==> src/pkg/scc_pkg.sv <==
package scc_pkg;

  // Register offsets on the serial port
  localparam logic [7:0] REG_PRESCALE  = 8'h02;
  localparam logic [7:0] REG_SPAN_GATE = 8'h0D;
  localparam logic [7:0] REG_COMMIT    = 8'h3F;

  // Values held before the stored image is loaded
  localparam logic [7:0] PRESCALE_RST  = 8'h00;
  localparam logic [7:0] SPAN_GATE_RST = 8'h00;

  // Largest divider exponent honoured
  localparam logic [3:0] EXP_MAX = 4'h8;

  // One oscillator cycle is two system clocks (one per output level)
  localparam int CLK_PER_OSC     = 2;
  localparam int STARTUP_OSC_CYC = 512;
  localparam int STARTUP_CLK     = STARTUP_OSC_CYC * CLK_PER_OSC;

  // Dither sweep: fastest rate code 1 spans 2048 oscillator cycles
  localparam int DITHER_BASE_OSC  = 2048;
  localparam int DITHER_STEPS     = 512;
  localparam int DITHER_STEP_BASE =
    DITHER_BASE_OSC * CLK_PER_OSC / DITHER_STEPS;
  localparam int OFFSET_W         = 12;

  // Serial port sequencer states
  typedef enum logic [7:0] {
    S_IDLE = 8'h01,
    S_ADDR = 8'h02,
    S_ACKA = 8'h04,
    S_CMD  = 8'h08,
    S_ACKC = 8'h10,
    S_DATA = 8'h20,
    S_RD   = 8'h40,
    S_RACK = 8'h80
  } scc_i2c_st_t;

  // Divider and dither-rate register layout
  typedef struct packed {
    logic       dither_rate_hi;
    logic       dither_rate_lo;
    logic       idle_output_level;
    logic       rsvd;
    logic [3:0] prescale_exp;
  } scc_pres_t;

  // Span, gate and slave-bits register layout
  typedef struct packed {
    logic       dither_span_hi;
    logic       dither_span_lo;
    logic       sw_gate_n;
    logic       rsvd;
    logic       nv_write_defer;
    logic [2:0] slave_sel;
  } scc_span_t;

  // Image kept in nonvolatile memory
  typedef struct packed {
    scc_pres_t pres;
    scc_span_t span;
  } scc_nv_t;

  // Whole state of the block
  typedef struct packed {
    logic                       loaded;
    scc_pres_t                  pres;
    scc_span_t                  span;
    scc_i2c_st_t                i2c;
    logic [3:0]                 bitc;
    logic [7:0]                 sh;
    logic [7:0]                 ptr;
    logic                       rw;
    logic                       scl_q;
    logic                       sda_q;
    logic                       sda_oe;
    logic                       nv_write;
    logic [7:0]                 div_cnt;
    logic                       phase;
    logic                       run;
    logic [10:0]                boot_cnt;
    logic                       booted;
    logic                       clk_pin;
    logic                       clk_pin_oe;
    logic [4:0]                 dcnt;
    logic [8:0]                 dph;
    logic signed [OFFSET_W-1:0] doff;
  } scc_state_t;

endpackage

==> src/hdl/scc_config_regs.sv <==
module scc_config_regs #(
  parameter logic [3:0] SLAVE_ADDR_HI = 4'h5  // Arbitrary value
) (
  input  wire logic                   clk_sys_in,
  input  wire logic                   reset_n_in,
  input  wire logic                   scl_in,
  input  wire logic                   sda_in,
  output logic                        sda_out,
  output logic                        sda_oe_out,
  input  wire logic                   dither_enable_pin_in,
  input  wire logic                   output_enable_pin_in,
  input  wire logic                   power_down_pin_n_in,
  input  wire scc_pkg::scc_nv_t       nv_image_in,
  output scc_pkg::scc_nv_t            nv_image_out,
  output logic                        nv_write_out,
  output logic                        clk_pin_out,
  output logic                        clk_pin_oe_out,
  output logic signed [scc_pkg::OFFSET_W-1:0] dither_offset_out
);
  import scc_pkg::*;

  // Reserved slave address groups cannot be served
  if (SLAVE_ADDR_HI == 4'h0 || SLAVE_ADDR_HI == 4'hF) begin : g_chk
    $error("slave address high bits fall in a reserved group");
  end

  scc_state_t st;
  scc_state_t nx;
  logic       rise;
  logic       fall;
  logic       start;
  logic       stop;
  logic       wr_pres;
  logic       wr_span;
  logic       commit;
  logic [7:0] rd_byte;
  logic [3:0] eff_exp;
  logic [7:0] mask;
  logic       tick;
  logic       active;
  logic       dith_on;
  logic [1:0] rate;
  logic [1:0] span;
  logic [4:0] lim;
  logic [7:0] tri_v;

  // Bus edge and condition detection
  assign rise  = scl_in & ~st.scl_q;
  assign fall  = ~scl_in & st.scl_q;
  assign start = scl_in & st.scl_q & st.sda_q & ~sda_in;
  assign stop  = scl_in & st.scl_q & ~st.sda_q & sda_in;

  // Decoded settings
  assign rate    = {st.pres.dither_rate_hi, st.pres.dither_rate_lo};
  assign span    = {st.span.dither_span_hi, st.span.dither_span_lo};
  assign eff_exp = (st.pres.prescale_exp > EXP_MAX) ? EXP_MAX
                   : st.pres.prescale_exp;
  assign mask    = 8'((9'h001 << eff_exp) - 9'h001);
  assign tick    = (st.div_cnt & mask) == mask;
  assign active  = power_down_pin_n_in & st.booted
                   & (~st.span.sw_gate_n | output_enable_pin_in);
  assign dith_on = dither_enable_pin_in & (rate != 2'h0);
  assign lim     = 5'((6'(DITHER_STEP_BASE) << (rate - 2'h1)) - 6'h01);
  assign tri_v   = st.dph[8] ? ~st.dph[7:0] : st.dph[7:0];
  assign rd_byte = (st.ptr == REG_PRESCALE)  ? st.pres
                 : (st.ptr == REG_SPAN_GATE) ? st.span : 8'h00;

  // Next-state logic
  always_comb begin
    nx       = st;
    wr_pres  = 1'b0;
    wr_span  = 1'b0;
    commit   = 1'b0;
    nx.scl_q = scl_in;
    nx.sda_q = sda_in;

    // Stored image taken on the first cycle after reset
    if (!st.loaded) begin
      nx.loaded    = 1'b1;
      nx.pres      = nv_image_in.pres;
      nx.span      = nv_image_in.span;
      nx.pres.rsvd = 1'b0;
      nx.span.rsvd = 1'b0;
    end

    // Serial port byte engine
    case (st.i2c)
      S_IDLE: begin
      end
      S_ADDR, S_CMD, S_DATA: begin
        if (rise) begin
          nx.sh   = {st.sh[6:0], sda_in};
          nx.bitc = st.bitc + 4'h1;
        end else if (fall && st.bitc == 4'h8) begin
          nx.bitc = 4'h0;
          if (st.i2c == S_ADDR) begin
            if (st.sh[7:1] == {SLAVE_ADDR_HI, st.span.slave_sel}) begin
              nx.sda_oe = 1'b1;
              nx.rw     = st.sh[0];
              nx.i2c    = S_ACKA;
            end else begin
              nx.i2c = S_IDLE;
            end
          end else if (st.i2c == S_CMD) begin
            nx.ptr    = st.sh;
            nx.sda_oe = 1'b1;
            nx.i2c    = S_ACKC;
            commit    = st.sh == REG_COMMIT;
          end else begin
            nx.sda_oe = 1'b1;
            nx.i2c    = S_ACKC;
            wr_pres   = st.ptr == REG_PRESCALE;
            wr_span   = st.ptr == REG_SPAN_GATE;
          end
        end
      end
      S_ACKA: begin
        if (fall && st.rw) begin
          nx.sh     = rd_byte;
          nx.sda_oe = ~rd_byte[7];
          nx.i2c    = S_RD;
        end else if (fall) begin
          nx.sda_oe = 1'b0;
          nx.i2c    = S_CMD;
        end
      end
      S_ACKC: begin
        if (fall) begin
          nx.sda_oe = 1'b0;
          nx.i2c    = S_DATA;
        end
      end
      S_RD: begin
        if (fall && st.bitc == 4'h7) begin
          nx.sda_oe = 1'b0;
          nx.bitc   = 4'h0;
          nx.i2c    = S_RACK;
        end else if (fall) begin
          nx.bitc   = st.bitc + 4'h1;
          nx.sh     = {st.sh[6:0], 1'b0};
          nx.sda_oe = ~st.sh[6];
        end
      end
      S_RACK: begin
        if (rise) begin
          nx.rw = sda_in;  // High means the host declined more
        end else if (fall && st.rw) begin
          nx.i2c = S_IDLE;
        end else if (fall) begin
          nx.sh     = rd_byte;
          nx.sda_oe = ~rd_byte[7];
          nx.i2c    = S_RD;
        end
      end
      default: begin
        nx.i2c    = S_IDLE;
        nx.sda_oe = 1'b0;
      end
    endcase
    if (start) begin
      nx.i2c    = S_ADDR;
      nx.bitc   = 4'h0;
      nx.sda_oe = 1'b0;
    end else if (stop) begin
      nx.i2c    = S_IDLE;
      nx.sda_oe = 1'b0;
    end

    // Register writes and storage requests
    if (wr_pres) begin
      nx.pres      = st.sh;
      nx.pres.rsvd = 1'b0;
    end
    if (wr_span) begin
      nx.span      = st.sh;
      nx.span.rsvd = 1'b0;
    end
    nx.nv_write = commit | wr_span
                | (wr_pres & ~st.span.nv_write_defer);

    // Divider, start-up hold and synchronous gate
    if (!power_down_pin_n_in) begin
      nx.div_cnt  = 8'h00;
      nx.phase    = 1'b0;
      nx.run      = 1'b0;
      nx.boot_cnt = 11'h000;
      nx.booted   = 1'b0;
    end else begin
      nx.div_cnt = st.div_cnt + 8'h01;
      if (!st.booted) begin
        nx.boot_cnt = st.boot_cnt + 11'h001;
        nx.booted   = st.boot_cnt == 11'(STARTUP_CLK - 1);
      end
      if (tick) begin
        nx.phase = ~st.phase;
      end
      if (tick && !st.phase) begin
        nx.run = active;
      end
    end
    nx.clk_pin    = nx.run & nx.phase;
    nx.clk_pin_oe = nx.run | nx.pres.idle_output_level;

    // Triangle dither offset, 1/256 percent units before span scaling
    if (!dith_on) begin
      nx.dcnt = 5'h00;
      nx.dph  = 9'h000;
      nx.doff = '0;
    end else begin
      nx.dcnt = (st.dcnt == lim) ? 5'h00 : st.dcnt + 5'h01;
      nx.dph  = (st.dcnt == lim) ? st.dph + 9'h001 : st.dph;
      // Next span used so the offset never outruns the new bound
      nx.doff = (OFFSET_W'({tri_v, 1'b0}) - OFFSET_W'(255))
                <<< {nx.span.dither_span_hi, nx.span.dither_span_lo};
    end
  end

  // State register
  always_ff @(posedge clk_sys_in or negedge reset_n_in) begin
    if (!reset_n_in) begin
      st            <= '0;
      st.pres       <= PRESCALE_RST;
      st.span       <= SPAN_GATE_RST;
      st.i2c        <= S_IDLE;
      st.scl_q      <= 1'b1;
      st.sda_q      <= 1'b1;
    end else begin
      st <= nx;
    end
  end

  // Outputs straight from the state register, except sda_out tied low
  assign sda_out           = 1'b0;
  assign sda_oe_out        = st.sda_oe;
  assign nv_image_out      = {st.pres, st.span};
  assign nv_write_out      = st.nv_write;
  assign clk_pin_out       = st.clk_pin;
  assign clk_pin_oe_out    = st.clk_pin_oe;
  assign dither_offset_out = st.doff;
endmodule

==> config.mk <==
export PLATFORM = sky130hd
export DESIGN_NAME = scc_config_regs
export DESIGN_NICKNAME = d
export VERILOG_FILES = /design/src/pkg/scc_pkg.sv /design/src/hdl/scc_config_regs.sv
export SDC_FILE = /design/constraint.sdc
export NUM_CORES = 1
export LEC_CHECK = 0
export BUFFER_PORTS_ARGS = -buffer_cell sky130_fd_sc_hd__buf_2
export CAP_MARGIN = 10
export CORE_ASPECT_RATIO = 0.8
export CORE_MARGIN = 5
export CORE_UTILIZATION = 65
export CTS_BUF_LIST = sky130_fd_sc_hd__clkbuf_8
export DETAILED_ROUTE_END_ITERATION = 16
export PLACE_DENSITY = 0.87
export SETUP_SLACK_MARGIN = 0.4
export SYNTH_ARGS = -nofsm -noshare
export SYNTH_HDL_FRONTEND = slang
export SYNTH_SLANG_ARGS = --single-unit
==> constraint.sdc <==
create_clock -name clk_sys_in -period 7.18 [get_ports clk_sys_in]
set_input_delay 1.436 -clock clk_sys_in [delete_from_list [all_inputs] [get_ports clk_sys_in]]
set_output_delay 1.436 -clock clk_sys_in [all_outputs]
set_load 0.01 [all_outputs]
## Word-level counts from Yosys, hierarchy flattened

Index checks and enable logic that the tools add are counted.

| storage, ports and cells | value |
|---|---|
| input bits | 23 |
| output and inout bits | 33 |
| word-level logic and storage cells | 211 |
| bits in registers | 100 |

| cells by class | value |
|---|---|
| add/sub/neg operators | 9 |
| reductions and logical operators | 16 |
| multiplexer cells | 75 |
| shift-type cells | 3 |
| order comparisons | 1 |
| bitwise logic cells | 29 |
| eq/ne operators | 47 |

Operators with widths:

| operator | count |
|---|---|
| $mux W8 | 22 |
| $pmux W8 S6 | 1 |
| $mux W12 | 3 |
| $ne A4 B4 Y1 const B | 9 |
| $mux W1 | 35 |
| $pmux W8 S4 | 1 |
| $mux W26 | 1 |
| $ne A2 B2 Y1 const B | 13 |
| $reduce_and A8 Y1 | 3 |
| $mux W22 | 1 |
| $ne A5 B5 Y1 const B | 4 |
| $eq A8 B2 Y1 const B | 2 |
| $eq A8 B4 Y1 const B | 2 |
| $eq A8 B6 Y1 const B | 2 |
| $mux W16 | 1 |
| $mux W4 | 4 |
| $and A1 B1 Y1 | 12 |
| $sshl A12 B2 Y12 | 1 |
| $add A11 B1 Y11 const B | 1 |
| $eq A11 B10 Y1 const B | 1 |
| $not A1 Y1 | 11 |
| $sub A9 B8 Y10 const B | 1 |
| $add A9 B1 Y9 const B | 1 |
| $mux W9 | 1 |
| other kinds (38) | 47 |

## Depth between registers and ports, before layout

Gate-level depths: netlist of the first run.

| logic depth | value |
|---|---|
| depth after elaboration | 10 |
| depth in mapped cells | 14 |
| depth with buffers taken out | 13 |

## Least setup slack after synthesis of the first run

Ideal clock, no wire load.

| timing | value |
|---|---|
| path type | in2reg |
| start | input scl_in |
| end | register st, in the netlist dither_offset_out[5] |
| path slack | 3.888 ns |
| data required time | 7.056 ns |
| library setup time | 0.124 ns |
| buffers on the path | 2 |
| arrival | 3.168 ns |
| stages on the path | 10 |
| cell sequence | nor2b_1 clkbuf_1 nand4_1 or2_4 mux2i_4 inv_4 buf_6 mux2i_4 mux2i_1 a211o_1 |

RTL lines:

| element | RTL line | text |
|---|---|---|
| start, declared | scc_config_regs.sv:6 | `input wire logic scl_in,` |
| end signal, assigned | scc_config_regs.sv:228 | `st <= nx;` |
| end, declared | scc_config_regs.sv:27 | `scc_state_t st;` |

==> metrics.txt, run 1 <==
Final ANT Viol Nets 0; Die Width 113 um; CP Cell Sequence buf_2 > nor2b_1 > nand4_1 > o21ai_0 > nand2_1 > inv_2 > a211oi_1 > o21ai_0 > nor3b_1; clk_lat worst skew 0.38 ns; sequential share of the synthesized area 44.3%; CTS tree built; Total GRT Usage 23.7%; Final Hold Viols 0; worst vdd ir between 0.15 and 0.2 mV; total iterations of the first detailed-routing run 7; Util after Layout a little over two thirds; final slew viol count 0; RSZ-0062 raised after global routing no; post-synthesis async set-or-reset flop share 100%; vias in the first global route 4153; Synth-to-Final Area Change 5.58%; CP bufs+invs 2; Hold Crit Class flip-flop to flip-flop; Critical Path RT 7.46 ns; Vias/cell 6.10; Setup TNS 0 ns; Tmin final around 3.9 ns; Clock transition at path regs 0.09 ns; hold_buf cts 0; crit-path max FO 16; Crit Path Class input pin to flip-flop; WL/cell 16.7 um; via count between 4000 and 5000; slew margin rel. 38.4%; Cell Rows 30; CTS resizes 0; drt total wl 11900 um; Core ar. 8410 um2; CTS HTree Levels 3; status complete, no violations; Setup Buffers After CTS 0; cts bufs inserted 9; starting density of the core 65.9%; Root Buffer clkbuf_8; post-synthesis cell count about 590; crit share post-route 53.7%; Ys Warns 0; antenna cell count 0; Layout Skew approximately 0.017 ns; share of cells above drive strength 1 17.4%; largest net degree at the start of global routing 57; initial antenna violation count 0; CP Launch Type input pin; EDFF count, synth 0; max cap viols 0; detailed placement HPWL 8460 um; TritonCTS Sinks 98; mean cell area of the mapped netlist 9.45 um2; count of port buffers added during placement 50; drc violations 0; DRT iter0 DRCs 428; CTS max path bufs 2; slowest stage cell, crit path o21ai_0; Final setup viols 0; most frequent CP cell o21ai_0; die footprint 10500 um2; die height 92.6 um; dominant synthesized flop cell dfrtp_1; Pleak 0.00276 uW; Layout Nets 630; GPL Wtd Cong 0.989; Yosys reg bits slightly below 100; total gr overflow 0; cell family with most CP delay simple AND/OR/NAND/NOR gates; CP endpoint kind flip-flop; global-route wire length before repair 20100 um; synthesized area 5540 um2; crit path DAT ~4.1 ns; highest clock rate ~0.26 GHz; Worst path max stage delay 0.62 ns; Cell variety after synth 65; worst-margin pin slew 0.917 ns; pwr/cell area 221 nW/um2; I/O pins 56
==> placed cells by master, fill, tap and decap left out, types with 3 or more instances in the layout <==
master    count
or2_2         3
nor3b_1       4
nand3_1      19
nand2b_1      7
ha_1         10
nor2_1       71
conb_1        4
nor4_1        5
mux2i_1      19
nand4b_1      3
dfrtp_1      95
and2_1        5
a31oi_1       3
mux2_2       23
nand2_1      39
or3_1         6
dfstp_2       3
a22oi_1       5
inv_1        15
buf_2        49
a21oi_1      34
and3_1       12
clkbuf_8      9
or4_1         3
o31ai_1       5
a21o_1        4
nand4_1       3
nor2b_1       9
o21ai_0      26
nor4b_1       3
a211oi_1      8
xor2_1       20
xnor2_1      11
nand3b_1      3
nor3_1       22
==> per-layer routing <==
layer  routed length (um)  track usage [%]  up-vias
met5                    0                0        -
met4                  223             8.21        0
met3                  827             5.42       24
met2                 5700             38.3      177
met1                 5180             31.7     2102
li1                     -                -     2050
==> through the flow <==
step | cells | worst slack, ns | cell area (um2) | hold WS (ns) | power, uW
CTS | 714 | 3.39 | 5850 | 0.487 | 1300
detailed placement | 698 | 3.00 | 5630 | 0.476 | 900
floorplan | 588 | 3.89 | 5550 | 0.430 | 835
global route | 714 | 3.02 | 5850 | 0.515 | 1360
finish | 714 | 3.32 | 5850 | 0.485 | 1290
global placement | 698 | 3.22 | 5630 | 0.461 | 888
==> registers in the layout (all words and copies together) (netlist names) <==
signal,flops
sda_oe_out,1
nv_write_out,1
clk_pin_oe_out,1
st,68
nv_image_out,14
dither_offset_out,12
clk_pin_out,1
==> where the power goes <==
| part | internal [uW] | total [uW] | switching, uW |
|---|---|---|---|
| Clock | 200 | 398 | 199 |
| Combinational | 97.6 | 227 | 129 |
| Sequential | 598 | 666 | 68.8 |
| Total | 895 | 1290 | 397 |
==> kinds of logic (layout without fill, tap and decap cells) <==
family	after synthesis	after routing	share of synthesized area, %
other	2	4	0.136
AO/OA/AOI/OAI	105	105	11.9
multiplexers	44	44	8.92
buffers and inverters	71	85	7.07
adder cells (fa/ha/maj)	10	10	2.26
XOR/XNOR	31	31	4.90
flip-flops	98	98	44.3
AND/OR/NAND/NOR	225	225	20.5
==> worst paths after layout <==
kind	end	from	cells after the start	slack, ns
worst max-delay path	dither_offset_out[8]	scl_in	9	3.32
worst min-delay path	st[21]	st[21]	1	0.49
worst max register to register	dither_offset_out[8]	st[78]	8	3.82
worst min register to register	st[21]	st[21]	1	0.49
max in group asynchronous	clk_pin_out	reset_n_in	2	5.03
min in group asynchronous	st[73]	reset_n_in	1	1.04
==> Yosys cell counts, types with 3 or more instances <==
cell / n / area [um2]
a211oi_1: 8 / 60.1
a21o_1: 4 / 30.0
a21oi_1: 34 / 170
a22oi_1: 5 / 37.5
a31oi_1: 3 / 18.8
and2_1: 5 / 31.3
and3_1: 12 / 75.1
buf_4: 30 / 225
clkbuf_1: 20 / 75.1
dfrtp_1: 95 / 2380
dfstp_2: 3 / 78.8
ha_1: 10 / 125
inv_1: 15 / 56.3
mux2_2: 23 / 259
mux2i_1: 19 / 190
nand2_1: 39 / 146
nand2b_1: 7 / 43.8
nand3_1: 19 / 95.1
nand3b_1: 3 / 22.5
nand4_1: 3 / 18.8
nand4b_1: 3 / 26.3
nor2_1: 71 / 267
nor2b_1: 9 / 56.3
nor3_1: 22 / 110
nor3b_1: 4 / 30.0
nor4_1: 5 / 31.3
nor4b_1: 3 / 26.3
o21ai_0: 26 / 130
o31ai_1: 5 / 37.5
or2_2: 3 / 18.8
or3_1: 6 / 37.5
or4_1: 3 / 22.5
xnor2_1: 11 / 96.3
xor2_1: 20 / 175
==> final cells by class <==
| class | count | area (um2) |
|---|---|---|
| fill | 617 | 2560 |
| sequential | 98 | 2460 |
| tap | 112 | 140 |
| inverter | 18 | 70.1 |
| clock inverter | 7 | 98.8 |
| clock buffer | 9 | 124 |
| timing repair buffer | 51 | 260 |
| multi-input combinational | 419 | 2700 |
Note: power is estimated with default switching activity, not from simulation.
==> inputs of run 2 (changes only) <==
--- a/config.mk
+++ b/config.mk
@@ -9,10 +9,10 @@
 export CAP_MARGIN = 10
 export CORE_ASPECT_RATIO = 0.8
 export CORE_MARGIN = 5
-export CORE_UTILIZATION = 65
+export CORE_UTILIZATION = 56
 export CTS_BUF_LIST = sky130_fd_sc_hd__clkbuf_8
 export DETAILED_ROUTE_END_ITERATION = 16
-export PLACE_DENSITY = 0.87
+export PLACE_DENSITY = 0.79
 export SETUP_SLACK_MARGIN = 0.4
 export SYNTH_ARGS = -nofsm -noshare
 export SYNTH_HDL_FRONTEND = slang
==> constraint.sdc (replaced) <==
create_clock -name clk_sys_in -period 3.4 [get_ports clk_sys_in]
set_input_delay 0.68 -clock clk_sys_in [delete_from_list [all_inputs] [get_ports clk_sys_in]]
set_output_delay 0.68 -clock clk_sys_in [all_outputs]
set_load 0.01 [all_outputs]
==> run 2 against run 1 <==
Register-to-register slack worse by 3.3 ns. Final cell count grew 5.3%. Combinational power rose by 130%. Global-route usage shrank 3.1 points. Worst setup slack got worse by 2.8 ns. First-iteration DRC count rose by 24%. Die area grew 14%. Utilization is 6.9 points lower. Non-clock buffer count increased by 14. Hold slack lost 0.19 ns. Largest cell class unchanged.
==> metrics.txt, run 2 (synthesis results as in run 1) <==
status complete, no violations; Placement Cell Area 5720 um2; antenna cell count 0; Clock transition at path regs 0.10 ns; slew margin rel. 48.7%; share of cells above drive strength 1 21.1%; non-filler cells, final around 750; worst vdd ir 0.228 mV; area occupied by multi-input gates roughly 2700 um2; worst-margin pin slew 0.770 ns; CP Launch Type flip-flop; Util after Layout between 60% and 70%; Fillers between 700 and 800; post-route setup slack 0.481 ns; commonest cells after routing, fill and taps aside dfrtp_1, nor2_1, buf_2; register area 2460 um2; starting density of the core 57.4%; CTS HTree Levels 3; Root Buffer clkbuf_8; initial antenna violation count 0; vias in the first global route 4230; CTS tree built; Total GRT Usage 20.6%; largest register by flop count st; highest clock rate 0.343 GHz; count of port buffers added during placement 50; Critical Path RT approximately 3.7 ns; hold_buf cts 0; crit share post-route approximately 86%; final slew viol count 0; max cap viols 0; Final setup viols 0; Final ANT Viol Nets 0; cts bufs inserted 9; Largest register FFs roughly 70; WL/cell 16.1 um; via count between 4000 and 5000; pwr/cell area 459 nW/um2; Pleak 0.00283 uW; fin area 6050 um2; post-place setup slack 0.391 ns; Tmin final 2.92 ns; die footprint around 12000 um2; post-placement cell count between 700 and 800; drt total wl 12100 um; drc violations 0; commonest non-fill, non-tap cell in the layout dfrtp_1; Final Hold Viols 0; Vias/cell a little under 6; CTS max path bufs 2; Synth-to-Final Area Change 9.21%; Die Width between 100 and 150 um; largest net degree at the start of global routing 51; global-route wire length before repair approximately 20000 um; crit-path max FO 12; TritonCTS Sinks 98; Core ar. 9650 um2; CP endpoint kind flip-flop; Layout Nets 644; detailed placement HPWL about 8500 um; Crit Path Class flip-flop to flip-flop; clk_lat worst skew 0.37 ns; Layout Skew 0.0136 ns; Hold Crit Class input pin to asynchronous set/reset pin; Cell Rows 32; GPL Wtd Cong around 1; DRT iter0 DRCs approximately 530; crit path DAT 3.17 ns; RSZ-0062 raised after global routing no; Setup TNS 0 ns; total iterations of the first detailed-routing run 6; I/O pins 56; die height 99.0 um; total gr overflow 0
[run 2: cell count changes in the layout (fill, tap and decap cells not counted), sizes merged]
cell      delta
clkinvlp     +2
clkbuf       +1
inv          -1
buf         +14
clkinv       -2
[run 2: timing repair]
action                     CTS  global route
setup endpoints to repair    5             7
hold endpoints to repair     0             0
pin swaps                    0             2
buffers inserted             0             7
gates resized for setup      1            11
[run 2: where the power goes]
part           total, uW  switching, uW  internal [uW]  leakage, uW
Clock                864            422            442     0.000111
Sequential          1400            133           1260      0.00129
Combinational        515            290            225      0.00142
[run 2: final timing paths]
path	from	to	slack, ns	cells after the start
min reg2reg	st[21]	st[21]	0.48	1
max reg2reg	st[60]	dither_offset_out[5]	0.48	7
max in group asynchronous	reset_n_in	st[75]	2.36	2
max	st[60]	dither_offset_out[5]	0.48	7
min in group clk_sys_in	scl_in	st[53]	0.45	1
min	reset_n_in	nv_image_out[2]	0.30	1
[run 2: area by class of cell]
type | instances | area share (%)
sequential | 98 | 40.7
tap | 136 | 2.81
inverter | 18 | 1.16
multi-input combinational | 419 | 45.3
clock inverter | 6 | 1.57
clock buffer | 10 | 2.27
timing repair buffer | 65 | 6.24
[run 2: through the flow]
step                      power [uW]  hold slack, ns
after floorplan                 1760           0.384
after global placement          1880           0.456
after detailed placement        1910           0.464
after CTS                       2770           0.321
after global routing            2920           0.337
final                           2770           0.300
[run 2: metal layers]
layer / global-route usage [%] / part of all wire [%]
met1: 28.0 / 45
met2: 32.7 / 47
met3: 5.62 / 6.6
met4: 5.77 / 1.4
met5: 0 / 0
[run 2: worst max-delay path, stage by stage, from the launching register on]
cell     delay (ns)
dfrtp_1        0.40
or4_4          0.58
or3_4          0.41
or2_4          0.31
mux2i_4        0.23
inv_4          0.17
mux2_2         0.39
a211o_1        0.32
